===== config.mk =====
export PLATFORM = sky130hd
export DESIGN_NAME = adcr_regs
export DESIGN_NICKNAME = d
export VERILOG_FILES = /design/src/design/adcr_pkg.sv /design/src/design/adcr_mute_ramp.sv /design/src/design/adcr_regs.sv
export VERILOG_INCLUDE_DIRS = /design/src /design/src/design
export SDC_FILE = /design/constraint.sdc
export NUM_CORES = 1
export LEC_CHECK = 0
export ABC_AREA = 1
export BUFFER_PORTS_ARGS = -buffer_cell sky130_fd_sc_hd__buf_2
export CAP_MARGIN = 20
export CORE_UTILIZATION = 24
export CTS_BUF_LIST = sky130_fd_sc_hd__clkbuf_4 sky130_fd_sc_hd__clkbuf_8
export CTS_CLUSTER_SIZE = 20
export DETAILED_ROUTE_END_ITERATION = 6
export GPL_TIMING_DRIVEN = 0
export SLEW_MARGIN = 20
export SYNTH_ARGS = -nofsm -noshare
export SYNTH_HDL_FRONTEND = slang
export SYNTH_SLANG_ARGS = --single-unit
export TNS_END_PERCENT = 100

===== constraint.sdc =====
create_clock -name clk -period 2.6 [get_ports clk]
set_input_delay 0.26 -clock clk [delete_from_list [all_inputs] [get_ports clk]]
set_output_delay 0.26 -clock clk [all_outputs]
set_load 0.1 [all_outputs]

===== src/design/adcr_consts.svh =====
/*
 * Offsets, field positions, reset values and ramp defaults of the
 * amplifier control register bank. Included by bare name; definitions only.
 */
// Operation
// - The three-bit switching-frequency field picks 768, 384, 480 or 576 kHz, other codes are reserved, and it resets to 000.
// - The bridge-select bit picks ordinary bridge-tied load when clear and parallel bridge-tied load when set, resetting clear.
// - The two-bit modulation field picks BD, one-sided PWM or hybrid modulation, resets to 00, and code 11 is undefined.
// - The DSP-hold bit resets to 1 holding the DSP in reset, and clearing it lets the DSP start and send data.
// - Setting the mute bit ramps both channels smoothly down to silence and clearing it ramps them back up.
// - The two-bit power-state field selects deep sleep, sleep, high-impedance or play and resets to deep sleep.
// - With page wrap enabled and a non-zero book, an auto-increment past the page end continues at location 8 of the next page.
// - With page wrap disabled, an auto-increment past the page end wraps to location 0 of the same page.
// - The four-bit bit-clock ratio field records bit clocks per frame as 32, 64, 128, 256 or 512 times the sample rate.
// - The four-bit sample-rate field selects auto detection or a fixed rate, code 1011 is shared by 88.2 and 96 kHz, others reserved.
// - Writing 1 to the register-reset bit returns all control registers but page and book to their initial values and the bit clears itself.
`ifndef ADCR_CONSTS_SVH
`define ADCR_CONSTS_SVH

// ----------------------------------------------------------------------
// register offsets
// ----------------------------------------------------------------------
`define ADCR_OFS_PAGE      8'h00
`define ADCR_OFS_RESET     8'h01
`define ADCR_OFS_STAGE     8'h02
`define ADCR_OFS_POWER     8'h03
`define ADCR_OFS_WRAP      8'h0F
`define ADCR_OFS_FRAME     8'h28
`define ADCR_OFS_BOOK      8'h7F

// ----------------------------------------------------------------------
// reset values and field positions
// ----------------------------------------------------------------------
`define ADCR_RST_STAGE     8'h00
`define ADCR_RST_POWER     8'h10
`define ADCR_RST_WRAP      8'h00
`define ADCR_RST_FRAME     8'h00
`define ADCR_BIT_REGRESET  0
`define ADCR_BIT_PARALLEL_BRIDGED_LOAD      2
`define ADCR_BIT_DSPHOLD   4
`define ADCR_BIT_MUTE      3
`define ADCR_BIT_WRAPDIS   3
`define ADCR_PAGE_END      8'h7F
`define ADCR_PAGE_RESUME   8'h08

// ----------------------------------------------------------------------
// ramp defaults
// ----------------------------------------------------------------------
`define ADCR_GAIN_FULL     16'hFFFF
`define ADCR_RAMP_STEP     16'h0100

`endif


===== src/design/adcr_pkg.sv =====
/*
 * Types of the amplifier control register bank.
 * Assumes nothing beyond the constants header.
 */
package adcr_pkg;

    // switching frequency codes
    typedef enum logic [2:0] {
        adcr_fsw_768k = 3'h0,
        adcr_fsw_384k = 3'h1,
        adcr_fsw_480k = 3'h3,
        adcr_fsw_576k = 3'h4
    } adcr_fsw_t;

    // modulation codes
    typedef enum logic [1:0] {
        adcr_mod_bd         = 2'h0,
        adcr_mod_one_sided_pwm = 2'h1,
        adcr_mod_hybrid     = 2'h2
    } adcr_mod_t;

    // device power states
    typedef enum logic [1:0] {
        adcr_pwr_deep_sleep = 2'h0,
        adcr_pwr_sleep      = 2'h1,
        adcr_pwr_hiz        = 2'h2,
        adcr_pwr_play       = 2'h3
    } adcr_pwr_t;

    // mute ramp state
    typedef enum logic [1:0] {
        adcr_ramp_idle,
        adcr_ramp_down,
        adcr_ramp_up
    } adcr_ramp_t;

endpackage : adcr_pkg


===== src/design/adcr_mute_ramp.sv =====
/*
 * Soft mute gain ramp: one step per sample tick toward zero or full.
 * Assumes sample_tick is a one-cycle enable at the audio sample rate.
 */
`timescale 1ns/100ps
`default_nettype none
`include "adcr_consts.svh"

module adcr_mute_ramp #(
    parameter logic [15:0] STEP = `ADCR_RAMP_STEP,
    parameter logic [15:0] FULL = `ADCR_GAIN_FULL
) (
    // clock and reset
    input  wire logic        clk,
    input  wire logic        reset_n,
    // control
    input  wire logic        mute_req,
    input  wire logic        sample_tick,
    // result
    output logic      [15:0] gain,
    output logic             muted
);

    adcr_pkg::adcr_ramp_t state;
    adcr_pkg::adcr_ramp_t next_state;
    logic [15:0]          next_gain;
    wire  logic [16:0]    gain_up   = {1'b0, gain} + {1'b0, STEP};
    wire  logic           at_floor  = (gain <= STEP);
    wire  logic           at_top    = (gain_up >= {1'b0, FULL});

    // direction follows the request; a reversal mid ramp turns at once
    always_comb begin
        next_state = state;
        next_gain  = gain;
        case (state)
            adcr_pkg::adcr_ramp_idle: begin
                if (mute_req && gain != 16'h0000) begin
                    next_state = adcr_pkg::adcr_ramp_down;
                end else if (!mute_req && gain != FULL) begin
                    next_state = adcr_pkg::adcr_ramp_up;
                end
            end
            adcr_pkg::adcr_ramp_down: begin
                if (!mute_req) begin
                    next_state = adcr_pkg::adcr_ramp_up;
                end else if (sample_tick) begin
                    next_gain  = at_floor ? 16'h0000 : gain - STEP;
                    next_state = at_floor ? adcr_pkg::adcr_ramp_idle : state;
                end
            end
            adcr_pkg::adcr_ramp_up: begin
                if (mute_req) begin
                    next_state = adcr_pkg::adcr_ramp_down;
                end else if (sample_tick) begin
                    next_gain  = at_top ? FULL : gain_up[15:0];
                    next_state = at_top ? adcr_pkg::adcr_ramp_idle : state;
                end
            end
            default: next_state = adcr_pkg::adcr_ramp_idle;
        endcase
    end

    // gain starts at full so an unmuted device plays without a ramp
    always_ff @(posedge clk or negedge reset_n) begin
        if (!reset_n) begin
            state <= adcr_pkg::adcr_ramp_idle;
            gain  <= `ADCR_GAIN_FULL;
            muted <= 1'b0;
        end else begin
            state <= next_state;
            gain  <= next_gain;
            muted <= (next_gain == 16'h0000);
        end
    end

endmodule : adcr_mute_ramp
`default_nettype wire


===== src/design/adcr_regs.sv =====
/*
 * Control register bank of a stereo class-D amplifier: output stage,
 * power state, soft mute, page wrap of the auto-incrementing register
 * pointer, and frame rate configuration.
 * Assumes a byte-wide control port already deserialised: a pointer
 * load strobe, and one-cycle read and write strobes at the pointer.
 */
`timescale 1ns/100ps
`default_nettype none
`include "adcr_consts.svh"

module adcr_regs #(
    parameter logic [15:0] RAMP_STEP = `ADCR_RAMP_STEP
) (
    // clock and reset
    input  wire logic                      clk,
    input  wire logic                      reset_n,
    // control port
    input  wire logic                      cp_addr_load,
    input  wire logic               [7:0]  cp_addr,
    input  wire logic                      cp_wr,
    input  wire logic               [7:0]  cp_wdata,
    input  wire logic                      cp_rd,
    output logic                    [7:0]  cp_rdata,
    output logic                    [7:0]  cp_pointer,
    output logic                    [7:0]  cp_page,
    output logic                    [7:0]  cp_book,
    // audio timing
    input  wire logic                      sample_tick,
    // output stage
    output adcr_pkg::adcr_fsw_t            switching_freq_select,
    output logic                           switching_freq_valid,
    output logic                           parallel_bridge_select,
    output adcr_pkg::adcr_mod_t            modulation_scheme,
    output logic                           modulation_valid,
    // power, dsp and mute
    output adcr_pkg::adcr_pwr_t            power_state,
    output logic                           dsp_hold_reset,
    output logic                    [15:0] mute_gain,
    output logic                           mute_done,
    // page wrap and frame rate
    output logic                           page_wrap_disable,
    output logic                    [3:0]  bitclock_per_frame,
    output logic                    [3:0]  sample_rate_select,
    output logic                           sample_rate_auto,
    output logic                           frame_config_valid
);

    // ------------------------------------------------------------------
    // register storage
    // ------------------------------------------------------------------
    logic [7:0] output_stage_config;
    logic [7:0] power_state_and_mute;
    logic [7:0] page_wrap_config;
    logic [7:0] frame_rate_config;

    // ------------------------------------------------------------------
    // access decode
    // ------------------------------------------------------------------
    // the bank answers in book 0, page 0 only, except the page and book selects,
    // which answer everywhere; other reads outside it return zero from this block
    wire logic home      = (cp_book == 8'h00) && (cp_page == 8'h00);
    wire logic hit_page  = (cp_pointer == `ADCR_OFS_PAGE);
    wire logic hit_book  = (cp_pointer == `ADCR_OFS_BOOK);
    wire logic hit_rst   = home && (cp_pointer == `ADCR_OFS_RESET);
    wire logic hit_stage = home && (cp_pointer == `ADCR_OFS_STAGE);
    wire logic hit_power = home && (cp_pointer == `ADCR_OFS_POWER);
    wire logic hit_wrap  = home && (cp_pointer == `ADCR_OFS_WRAP);
    wire logic hit_frame = home && (cp_pointer == `ADCR_OFS_FRAME);
    wire logic reg_reset = cp_wr && hit_rst && cp_wdata[`ADCR_BIT_REGRESET];

    // ------------------------------------------------------------------
    // pointer auto increment
    // ------------------------------------------------------------------
    wire logic access    = cp_wr || cp_rd;
    wire logic at_end    = (cp_pointer == `ADCR_PAGE_END);
    wire logic to_next   = at_end && (cp_book != 8'h00)
                           && !page_wrap_config[`ADCR_BIT_WRAPDIS];
    // page writes take effect before the increment is applied; the increment sees the old book
    wire logic [7:0] eff_page = (cp_wr && hit_page) ? cp_wdata : cp_page;
    wire logic [7:0] next_page = to_next ? eff_page + 8'h01 : eff_page;
    wire logic [7:0] next_pointer =
        to_next ? `ADCR_PAGE_RESUME :
        at_end  ? 8'h00 :
                  cp_pointer + 8'h01;

    // pointer, page and book follow the port; a register reset leaves them
    always_ff @(posedge clk or negedge reset_n) begin
        if (!reset_n) begin
            cp_pointer <= 8'h00;
            cp_page    <= 8'h00;
            cp_book    <= 8'h00;
        end else if (cp_addr_load) begin
            cp_pointer <= cp_addr;
        end else if (access) begin
            cp_pointer <= next_pointer;
            cp_page    <= next_page;
            if (cp_wr && hit_book) begin
                cp_book <= cp_wdata;
            end
        end
    end

    // ------------------------------------------------------------------
    // register writes
    // ------------------------------------------------------------------
    // the reset bit is never stored, so it reads back as zero at once
    always_ff @(posedge clk or negedge reset_n) begin
        if (!reset_n) begin
            output_stage_config  <= `ADCR_RST_STAGE;
            power_state_and_mute <= `ADCR_RST_POWER;
            page_wrap_config     <= `ADCR_RST_WRAP;
            frame_rate_config    <= `ADCR_RST_FRAME;
        end else if (reg_reset) begin
            output_stage_config  <= `ADCR_RST_STAGE;
            power_state_and_mute <= `ADCR_RST_POWER;
            page_wrap_config     <= `ADCR_RST_WRAP;
            frame_rate_config    <= `ADCR_RST_FRAME;
        end else if (cp_wr) begin
            if (hit_stage) begin
                output_stage_config <= cp_wdata;
            end
            if (hit_power) begin
                power_state_and_mute <= cp_wdata;
            end
            if (hit_wrap) begin
                page_wrap_config <= cp_wdata;
            end
            if (hit_frame) begin
                frame_rate_config <= cp_wdata;
            end
        end
    end

    // ------------------------------------------------------------------
    // read data
    // ------------------------------------------------------------------
    wire logic [7:0] rd_mux =
        hit_page  ? cp_page :
        hit_book  ? cp_book :
        hit_stage ? output_stage_config :
        hit_power ? power_state_and_mute :
        hit_wrap  ? page_wrap_config :
        hit_frame ? frame_rate_config :
                    8'h00;

    // read data is captured on the read strobe and held until the next one
    always_ff @(posedge clk or negedge reset_n) begin
        if (!reset_n) begin
            cp_rdata <= 8'h00;
        end else if (cp_rd) begin
            cp_rdata <= rd_mux;
        end
    end

    // ------------------------------------------------------------------
    // field decode
    // ------------------------------------------------------------------
    wire logic [2:0] fsw_code = output_stage_config[6:4];
    wire logic [1:0] mod_code = output_stage_config[1:0];
    wire logic [3:0] bck_code = frame_rate_config[7:4];
    wire logic [3:0] fs_code  = frame_rate_config[3:0];

    // reserved switching codes are flagged, not remapped
    wire logic fsw_ok = (fsw_code == 3'h0) || (fsw_code == 3'h1)
                        || (fsw_code == 3'h3) || (fsw_code == 3'h4);
    // code 11 of modulation has no defined meaning
    wire logic mod_ok = (mod_code != 2'h3);
    wire logic bck_ok = (bck_code == 4'h3) || (bck_code == 4'h5)
                        || (bck_code == 4'h7) || (bck_code == 4'h9)
                        || (bck_code == 4'hB);
    // 1011 stands for both 88.2 and 96 kHz; the rate must come from elsewhere
    wire logic fs_ok  = (fs_code == 4'h0) || (fs_code == 4'h2)
                        || (fs_code == 4'h4) || (fs_code == 4'h6)
                        || (fs_code == 4'h8) || (fs_code == 4'h9)
                        || (fs_code == 4'hB);
    // an unset ratio of zero is accepted so the reset state is not an error
    wire logic frame_ok = (bck_ok || bck_code == 4'h0) && fs_ok;

    // outputs are registered so the power stage never sees a decode glitch
    always_ff @(posedge clk or negedge reset_n) begin
        if (!reset_n) begin
            switching_freq_select  <= adcr_pkg::adcr_fsw_768k;
            switching_freq_valid   <= 1'b1;
            parallel_bridge_select <= 1'b0;
            modulation_scheme      <= adcr_pkg::adcr_mod_bd;
            modulation_valid       <= 1'b1;
            power_state            <= adcr_pkg::adcr_pwr_deep_sleep;
            dsp_hold_reset         <= 1'b1;
            page_wrap_disable      <= 1'b0;
            bitclock_per_frame     <= 4'h0;
            sample_rate_select     <= 4'h0;
            sample_rate_auto       <= 1'b1;
            frame_config_valid     <= 1'b1;
        end else begin
            switching_freq_select  <= adcr_pkg::adcr_fsw_t'(fsw_code);
            switching_freq_valid   <= fsw_ok;
            parallel_bridge_select <= output_stage_config[`ADCR_BIT_PARALLEL_BRIDGED_LOAD];
            modulation_scheme      <= adcr_pkg::adcr_mod_t'(mod_code);
            modulation_valid       <= mod_ok;
            power_state <= adcr_pkg::adcr_pwr_t'(power_state_and_mute[1:0]);
            // the host waits for its clocks to settle before clearing this
            dsp_hold_reset <= power_state_and_mute[`ADCR_BIT_DSPHOLD];
            page_wrap_disable      <= page_wrap_config[`ADCR_BIT_WRAPDIS];
            bitclock_per_frame     <= bck_code;
            sample_rate_select     <= fs_code;
            sample_rate_auto       <= (fs_code == 4'h0);
            frame_config_valid     <= frame_ok;
        end
    end

    // ------------------------------------------------------------------
    // soft mute
    // ------------------------------------------------------------------
    adcr_mute_ramp #(
        .STEP        (RAMP_STEP),
        .FULL        (`ADCR_GAIN_FULL)
    ) u_ramp (
        .clk         (clk),
        .reset_n     (reset_n),
        .mute_req    (power_state_and_mute[`ADCR_BIT_MUTE]),
        .sample_tick (sample_tick),
        .gain        (mute_gain),
        .muted       (mute_done)
    );

endmodule : adcr_regs
`default_nettype wire


==> summary.md, run 1 <==
| Metric | Value |
|---|---|
| Number of DRC violations after detailed-routing iteration 0 | around 340 |
| Number of nets produced by synthesis | ~810 |
| Register cell area after layout | 0.002658 sq mm |
| HPWL Detailed | approximately 13000 um |
| Final total power | slightly above 0.006 W |
| Cell count after placement | between 1k and 1.5k |
| Top cells by area, synth | sky130_fd_sc_hd__dfrtp_1 35%, sky130_fd_sc_hd__nand2_1 14%, sky130_fd_sc_hd__dfstp_2 9.8% |
| Placement row count | 57 |
| Clock root buffer | sky130_fd_sc_hd__clkbuf_8 |
| Fraction of post-synthesis cell area in the top cell type by area | 35.18% |
| Cell area power density | 875.1 mW/mm^2 |
| Routed wirelength normalized by instance count | ~14 um |
| Setup TNS | 0 ns |
| Share of cells above drive strength 1 | between 20% and 30% |
| Number of distinct standard cells referenced by the synthesized netlist | 49 |
| Net switching power | 0.003152 W |
| RSZ-0062 raised after global routing | true |
| Area inside the core boundary | between 0.02 and 0.025 sq mm |
| Required time of the critical path | ~2.9 ns |
| Starting utilization of the core area | between 20% and 30% |
| Clk Latency, worst-skew pair | approximately 0.40 ns |
| Final number of setup-violating endpoints | 0 |
| Hold Vio Cnt, Final | 0 |
| Port-buffer cells | 89 |
| Final Cell Area | roughly 0.007 sq mm |
| Part of the total power dissipated in the clock network | roughly 17% |
| Filler instances | 2692 |
| Part of the power in registers | about a third |
| Clk pin slew, worst setup/hold paths | around 0.11 ns |
| Die boundary height | 158.8 um |
| Via Count | between 5k and 6k |
| Total iterations of the first detailed-routing run | 7 |
| Netlist area before placement | slightly below 0.006 sq mm |
| Layout Utilization | between 20% and 30% |
| Antenna violations before repair | 0 |
| Path class of the lowest-slack min-delay path | in2reg |
| Switching share of power | ~51% |
| Floorplan die area | about 0.025 sq mm |
| Cell internal power dissipation | about 0.0031 W |
| Clock sink count | roughly 110 |
| Most frequently used flop master after synthesis | sky130_fd_sc_hd__dfrtp_1 |
| Net total in the final layout | around 920 |
| Total wire length | around 17000 um |
| Top cell types by occurrence after synthesis | 223 x sky130_fd_sc_hd__nand2_1, 84 x sky130_fd_sc_hd__inv_1, 83 x sky130_fd_sc_hd__dfrtp_1, 62 x sky130_fd_sc_hd__nand3_1, 62 x sky130_fd_sc_hd__o21ai_0 |
| Area of placed instances | around 0.0068 sq mm |
| Io pins | a little over 90 |
| CTS max path bufs | 2 |
| FMAX | around 410 MHz |
| Final Skew | ~0.018 ns |
| Max_slew headroom | around 61% |
| H-tree depth | 3 |
| Element type at the critical path start | flip-flop |
| Filler-free cell count of the finished design | approximately 1.2k |
| Number of global-route vias before repair | around 5.0k |
| Number of flops mapped to enable cells by yosys | 0 |
| Number of antenna-violating nets in the routed design | 0 |
| Total grt overflow | 0 |
| Status | finished clean |
| Critical path data arrival time | ~2.7 ns |
| Post-synthesis sequential area ratio | 44.98% |
| Mapped Cells | ~770 |
| Crit end category | flip-flop |
| Proportion of synthesized flip-flops having asynchronous set or reset | 100.0% |
| Pin count of the biggest net entering global routing | 78 |
| CP Class | reg2reg |
| Gp weighted congestion | ~0.92 |
| Transition at the pin with the smallest max-transition slack | around 0.58 ns |
| Layout overhead on the synthesized area | 20.09% |
| Number of flip-flops and latches in the synthesized netlist | roughly 110 |
| Ratio of final minimum period to clock period | 92.77% |
| Width of the die | between 150 and 200 um |
| Peak supply drop | between 0.0007 and 0.0008 V |
| Synth warn | 0 |
| Number of pins exceeding their max-slew limit in the final report | 0 |
| Avg Synthesized Cell Area | about 7.6 sq um |
| Cell with the most instances after synthesis | sky130_fd_sc_hd__nand2_1 |
| TritonCTS clock tree | built |
| Leading area contributor after synthesis | sky130_fd_sc_hd__dfrtp_1 |
| Wire length of the first global-routing pass | roughly 26000 um |
| Tot GR Track Use | 13.31% |
| DRC viols | 0 |
| Biggest fanout along the worst timing path | 10 |
| Shortest clock period the worst path allows after layout | between 2 and 2.5 ns |
| Total of max-cap violations | 0 |
| Antenna diodes | 0 |
| Average vias per placed instance | 4.448 |
| Leakage power figure | ~3.6 nW |
| Share of total power in combinational logic | 48.3% |
| Multi-input logic area | 0.002804 sq mm |
| Cts bufs inserted | 9 |
## critical path, stage by stage (launching register included)
cell	delay (ns)
sky130_fd_sc_hd__dfrtp_1	0.45
sky130_fd_sc_hd__inv_1	0.12
sky130_fd_sc_hd__nand3_1	0.08
sky130_fd_sc_hd__nor3_1	0.25
sky130_fd_sc_hd__nand2_1	0.19
sky130_fd_sc_hd__nor3_2	0.48
sky130_fd_sc_hd__o21ai_1	0.32
sky130_fd_sc_hd__buf_2	0.26
sky130_fd_sc_hd__nand2_1	0.06
sky130_fd_sc_hd__o21ai_0	0.07
## power by group through the flow
stage	clock network, W	logic (W)	registers [W]
2_1_floorplan	0	0.00126	0.00320
3_3_place_gp	0	0.00290	0.00215
3_5_place_dp	0	0.00291	0.00216
4_1_cts	0.00114	0.00292	0.00212
5_1_grt	0.00119	0.00326	0.00215
6_report	0.00108	0.00299	0.00213
## final cells by class
cell class | count | share of cell area (%)
clock inverters | 7 | 1.165
multi-input cells | 555 | 39.55
flip-flops and latches | 105 | 37.49
repair buffers | 98 | 7.642
inverters | 93 | 5.030
clock buffers | 9 | 1.747
well taps | 324 | 5.718
plain buffers | 19 | 1.659
## logic make-up (layout without fill, tap and decap cells)
| group | after synthesis | in the layout | synth area share (%) |
|---|---|---|---|
| simple gates | 394 | 394 | 29.46 |
| fa+ha+maj | 14 | 14 | 2.967 |
| flops | 105 | 105 | 44.98 |
| xor+xnor | 10 | 10 | 1.484 |
| compound gates | 131 | 131 | 12.08 |
| mux | 6 | 6 | 1.144 |
| buf+inv | 112 | 226 | 7.884 |
## cell usage in the layout, fill, tap and decap left out, types with 6 or more instances in the layout
cell / instances
sky130_fd_sc_hd__nand3_1: 61
sky130_fd_sc_hd__inv_2: 9
sky130_fd_sc_hd__buf_4: 9
sky130_fd_sc_hd__mux2_2: 6
sky130_fd_sc_hd__xor2_1: 7
sky130_fd_sc_hd__o21ai_0: 62
sky130_fd_sc_hd__nand4_1: 9
sky130_fd_sc_hd__buf_2: 98
sky130_fd_sc_hd__nand2_2: 7
sky130_fd_sc_hd__clkbuf_8: 9
sky130_fd_sc_hd__inv_1: 82
sky130_fd_sc_hd__nand2_1: 223
sky130_fd_sc_hd__dfrtp_1: 81
sky130_fd_sc_hd__nor2_2: 7
sky130_fd_sc_hd__o21ai_1: 14
sky130_fd_sc_hd__ha_1: 13
sky130_fd_sc_hd__dfstp_2: 22
sky130_fd_sc_hd__a21oi_1: 34
sky130_fd_sc_hd__nor2_1: 61
## state kept, by name, summed over array words and instances (netlist names), 2 cells and up
name and cells:
u_ramp.gain 16, cp_book 8, cp_page 8, cp_pointer 8, cp_rdata 8, frame_rate_config 8, output_stage_config 8, page_wrap_config 8
power_state_and_mute 8, bitclock_per_frame 4, sample_rate_select 4, switching_freq_select 3, modulation_scheme 2, power_state 2, u_ramp.state 2
## routing by layer
layer,global-route usage (%),vias up,part of all wire [%]
li1,-,2708,-
met1,18.55,2484,48
met2,20.61,173,44
met3,2.847,17,6.0
met4,3.751,0,1.4
met5,0,-,0
## timing repair
| item | CTS | global route |
|---|---|---|
| setup buffers | 0 | 7 |
| hold buffers | 1 | 0 |
| hold endpoints to repair | 28 | 0 |
| setup endpoints to repair | 0 | 18 |
| gates resized for setup | 0 | 11 |
## path summary, 6_finish.rpt
kind	to	start	cells past startpoint	slack, ns
max	frame_rate_config[5]	cp_page[2]	9	0.19
min	cp_pointer[2]	cp_addr[2]	2	0.07
max reg2reg	frame_rate_config[5]	cp_page[2]	9	0.19
min reg2reg	dsp_hold_reset	power_state_and_mute[4]	0	0.40
max in group asynchronous	power_state_and_mute[4]	reset_n	3	1.61
min in group asynchronous	power_state[1]	reset_n	2	0.30
## through the flow
| step | hold WS, ns | worst slack (ns) |
|---|---|---|
| 3_3_place_gp | 0.3828 | -0.1866 |
| 4_1_cts | 0.03905 | 0.1460 |
| 6_report | 0.06577 | 0.1880 |
| 2_1_floorplan | -0.03559 | 0.06696 |
| 3_5_place_dp | 0.1587 | 0.1707 |
| 5_1_grt | 0.03695 | -0.05776 |
Power figures use the tool's default switching activity.
==> inputs of run 2 (changes only) <==
- ABC_AREA: 1 -> unset
- clock period: 2.6 -> 2 ns (I/O delays scaled with it)
==> run 2 against run 1 <==
The run now ends with negative setup slack left. Final cell count is 15% lower. Core utilization rose by 6.5 points. Register-to-register slack got worse by 0.65 ns. Critical endpoint is now u_ramp.muted. Largest cell class unchanged.
==> summary.md, run 2 <==
| Metric | Value |
|---|---|
| HPWL Detailed | between 10000 and 15000 um |
| Fraction of post-synthesis cell area in the top cell type by area | a little under two fifths |
| DRC viols | 0 |
| Antenna diodes | 0 |
| Layout Utilization | about 36% |
| Netlist area before placement | between 0.005 and 0.006 sq mm |
| Stages on worst setup path | 11 |
| RSZ-0062 raised after global routing | true |
| Most flop-heavy register | u_ramp.gain |
| Register cell area after layout | about 0.0027 sq mm |
| Total grt overflow | 0 |
| Net total in the final layout | just under 800 |
| Element type at the critical path start | flip-flop |
| Average vias per placed instance | 5.025 |
| Simple-gate share of the synthesized area | between 10% and 20% |
| Cell count after placement | approximately 960 |
| Status | finished, violations left |
| Fraction of synthesized cell area in xor and xnor cells | less than 1% |
| CP Class | reg2reg |
| Filler instances | 2228 |
| FF-to-FF setup slack | -0.46 ns |
| Tot GR Track Use | ~15% |
| Number of antenna-violating nets in the routed design | 0 |
| Crit path buf inv count | 3 |
| Total of max-cap violations | 0 |
| CTS max path bufs | 2 |
| TritonCTS clock tree | built |
| Shortest clock period the worst path allows after layout | between 2 and 2.5 ns |
| Fraction of synthesized area in multiplexers | approximately 3.7% |
| Most common cell after layout, fill and taps aside | sky130_fd_sc_hd__buf_2 |
| Clock root buffer | sky130_fd_sc_hd__clkbuf_8 |
| Critical path data arrival time | approximately 2.8 ns |
| Cell class contributing the biggest share of worst-path delay | compound AO/OA/AOI/OAI gates |
| Path class of the lowest-slack min-delay path | in2reg |
| Number of flip-flops and latches in the synthesized netlist | between 100 and 150 |
| H-tree depth | 3 |
| Most frequently used flop master after synthesis | sky130_fd_sc_hd__dfrtp_1 |
| Startpoint of the lowest-slack register-to-register path | u_ramp.gain[8] |
| Leakage power figure | 3.528 nW |
| Mapped Cells | around 580 |
| Total iterations of the first detailed-routing run | 4 |
| Clock sink count | ~110 |
| R2r endpoint | u_ramp.muted |
| Final number of setup-violating endpoints | between 60 and 70 |
| Setup slack after placement | -0.7118 ns |
| Final Skew | 0.01971 ns |
| Critical path cell sequence | clkbuf_16 > inv_8 > ha_4 > nor2b_4 > o21a_1 > o2111ai_4 > buf_6 > o211ai_1 > a221oi_2 > nand4b_1 > nor4_2 |
| Layout overhead on the synthesized area | 45.45% |
| Clk Latency, worst-skew pair | ~0.40 ns |
| Clk pin slew, worst setup/hold paths | 0.11 ns |
| Top cells by area, synth | sky130_fd_sc_hd__dfrtp_1 37%, sky130_fd_sc_hd__dfstp_2 10%, sky130_fd_sc_hd__nand2_1 4.4% |
| Hold Vio Cnt, Final | 0 |
| Die boundary height | between 150 and 200 um |
| Routed wirelength normalized by instance count | 17.56 um |
| Ratio of final minimum period to clock period | 123.1% |
| Tightest hold margin | ~0.024 ns |
| Filler-free cell count of the finished design | between 1k and 1.5k |
| Cell with the most instances after synthesis | sky130_fd_sc_hd__dfrtp_1 |
| Number of flip-flops in the largest register | 16 |
| Antenna violations before repair | 0 |
| Io pins | 93 |
| Critical Path Slowest Stage Cell | sky130_fd_sc_hd__dfstp_4 |
| Destination of the critical timing path | u_ramp.muted |
| FF-to-FF path depth | 11 |
| Crit end category | flip-flop |
| Leading area contributor after synthesis | sky130_fd_sc_hd__dfrtp_1 |
| Largest family of logic cells by synthesized area | compound AO/OA/AOI/OAI gates |
| Port-buffer cells | 90 |
| Total wire length | around 18000 um |
| Floorplan die area | 0.02377 sq mm |
| Peak supply drop | 0.0006071 V |
| Width of the die | ~150 um |
| Number of flops mapped to enable cells by yosys | 0 |
| Max incr delay on CP | around 0.66 ns |
| Multi-input logic area | around 0.0034 sq mm |
| Starting utilization of the core area | 24.55% |
| Placement row count | 55 |
| Area inside the core boundary | about 0.023 sq mm |
| Max_slew headroom | between 40 and 50% |
| Cell area power density | 903.8 mW/mm^2 |
| Most frequent cells in the layout | 90 x sky130_fd_sc_hd__buf_2, 59 x sky130_fd_sc_hd__dfrtp_1, 44 x sky130_fd_sc_hd__nand2_1 |
| Share of cells above drive strength 1 | between 40 and 50% |
| Required time of the critical path | 2.30 ns |
| FMAX | between 400 and 500 MHz |
| Number of nets produced by synthesis | slightly above 600 |
| Compound-cell area share of the yosys netlist | 22.11% |
| Setup TNS | -20.50 ns |
| Synth warn | 0 |
| Number of global-route vias before repair | about 5k |
| Number of distinct standard cells referenced by the synthesized netlist | 67 |
| Launching element of the worst setup path | u_ramp.gain[8] |
| Cts bufs inserted | 9 |
| Pin count of the biggest net entering global routing | 80 |
| Biggest fanout along the worst timing path | 4 |
| Via Count | just over 5k |
| Violated checks | negative setup slack |
| Transition at the pin with the smallest max-transition slack | about 0.83 ns |
| Avg Synthesized Cell Area | 9.566 sq um |
| Post-synthesis sequential area ratio | between 40% and 50% |
| Number of DRC violations after detailed-routing iteration 0 | between 200 and 300 |
| Wire length of the first global-routing pass | 28060 um |
| Synth Area in Adders | 3.152% |
| Number of pins exceeding their max-slew limit in the final report | 0 |
| Final setup margin | -0.4619 ns |
| Gp weighted congestion | approximately 0.9 |
| Proportion of synthesized flip-flops having asynchronous set or reset | 100.0% |
| Top cell types by occurrence after synthesis | 83 x sky130_fd_sc_hd__dfrtp_1, 65 x sky130_fd_sc_hd__nand2_1, 32 x sky130_fd_sc_hd__o21ai_0, 30 x sky130_fd_sc_hd__nor2_1, 29 x sky130_fd_sc_hd__inv_1 |
==> run 2: cell types whose count changed in the layout (fill, tap and decap cells not counted), moves of 11 or more <==
| cell | before | now |
|---|---|---|
| sky130_fd_sc_hd__a21oi_1 | 34 | 22 |
| sky130_fd_sc_hd__buf_4 | 9 | 38 |
| sky130_fd_sc_hd__buf_6 | 3 | 23 |
| sky130_fd_sc_hd__dfrtp_1 | 81 | 59 |
| sky130_fd_sc_hd__dfrtp_4 | 0 | 13 |
| sky130_fd_sc_hd__inv_1 | 82 | 25 |
| sky130_fd_sc_hd__nand2_1 | 223 | 44 |
| sky130_fd_sc_hd__nand2_2 | 7 | 18 |
| sky130_fd_sc_hd__nand3_1 | 61 | 13 |
| sky130_fd_sc_hd__nor2_1 | 61 | 26 |
| sky130_fd_sc_hd__o21a_1 | 0 | 15 |
| sky130_fd_sc_hd__o21ai_0 | 62 | 25 |
| sky130_fd_sc_hd__o21ai_2 | 4 | 19 |
==> run 2: stage by stage <==
stage | cell area (sq um) | total power [W]
CTS | 7716 | 0.007145
floorplan | 5997 | 0.004768
finish | 8084 | 0.007307
detailed placement | 6838 | 0.005388
global placement | 6804 | 0.005361
global route | 8084 | 0.007661
==> run 2: power breakdown <==
part | switching [W] | internal, W | total, W
registers | 0.000258 | 0.00242 | 0.00268
logic | 0.00224 | 0.00106 | 0.00330
clock network | 0.000813 | 0.000511 | 0.00132
==> run 2: repair_timing <==
action                     4_1_cts  5_1_grt
setup endpoints to repair       70       76
hold buffers                     3        0
pin swaps                       37       33
setup buffers                   39       15
gates resized for setup         66       75
hold endpoints to repair        28        0
gates cloned                     3        0
==> run 2: cell type report <==
class / count / share of cell area [%]
multi-input combinational: 413 / 41.56
sequential: 105 / 33.90
timing repair buffer: 151 / 12.95
tap: 285 / 4.411
buffer: 30 / 3.359
clock buffer: 11 / 1.795
inverter: 29 / 1.532
clock inverter: 5 / 0.4953
==> run 2: worst reg2reg max path, cell delays in order (launching register included) <==
cell                        delay (ns)
sky130_fd_sc_hd__dfstp_4          0.66
sky130_fd_sc_hd__clkbuf_16        0.14
sky130_fd_sc_hd__inv_8            0.04
sky130_fd_sc_hd__ha_4             0.24
sky130_fd_sc_hd__nor2b_4          0.12
sky130_fd_sc_hd__o21a_1           0.19
sky130_fd_sc_hd__o2111ai_4        0.11
sky130_fd_sc_hd__buf_6            0.13
sky130_fd_sc_hd__o211ai_1         0.10
sky130_fd_sc_hd__a221oi_2         0.29
sky130_fd_sc_hd__nand4b_1         0.18
sky130_fd_sc_hd__nor4_2           0.18
==> run 2: worst min-delay path by stage <==
stage | start | endpoint | slack, ns | depth (start not counted)
final | cp_addr[2] | cp_pointer[2] | 0.02 | 3
after global routing | cp_addr[2] | cp_pointer[2] | 0.03 | 3
after CTS | cp_addr[2] | cp_pointer[2] | 0.002 | 3
after detailed placement | reset_n | cp_page[7] | 0.09 | 1
after global placement | power_state_and_mute[4] | dsp_hold_reset | 0.38 | 0
after floorplan | reset_n | bitclock_per_frame[0] | -0.1 | 0
==> run 2: cells by family (layout without fill, tap and decap cells) <==
logic type | Yosys count | after routing
simple gates | 192 | 192
compound gates | 182 | 182
flops | 105 | 105
buf+inv | 63 | 226
mux | 19 | 19
fa+ha+maj | 14 | 14
xor+xnor | 6 | 6
==> run 2: routing by layer <==
layer	vias up	routed length [um]	GRT usage [%]
met5	-	0	0
met2	200	8486	23.83
met4	0	303	4.048
met1	2492	8182	21.03
met3	19	1099	3.474
li1	2460	-	-
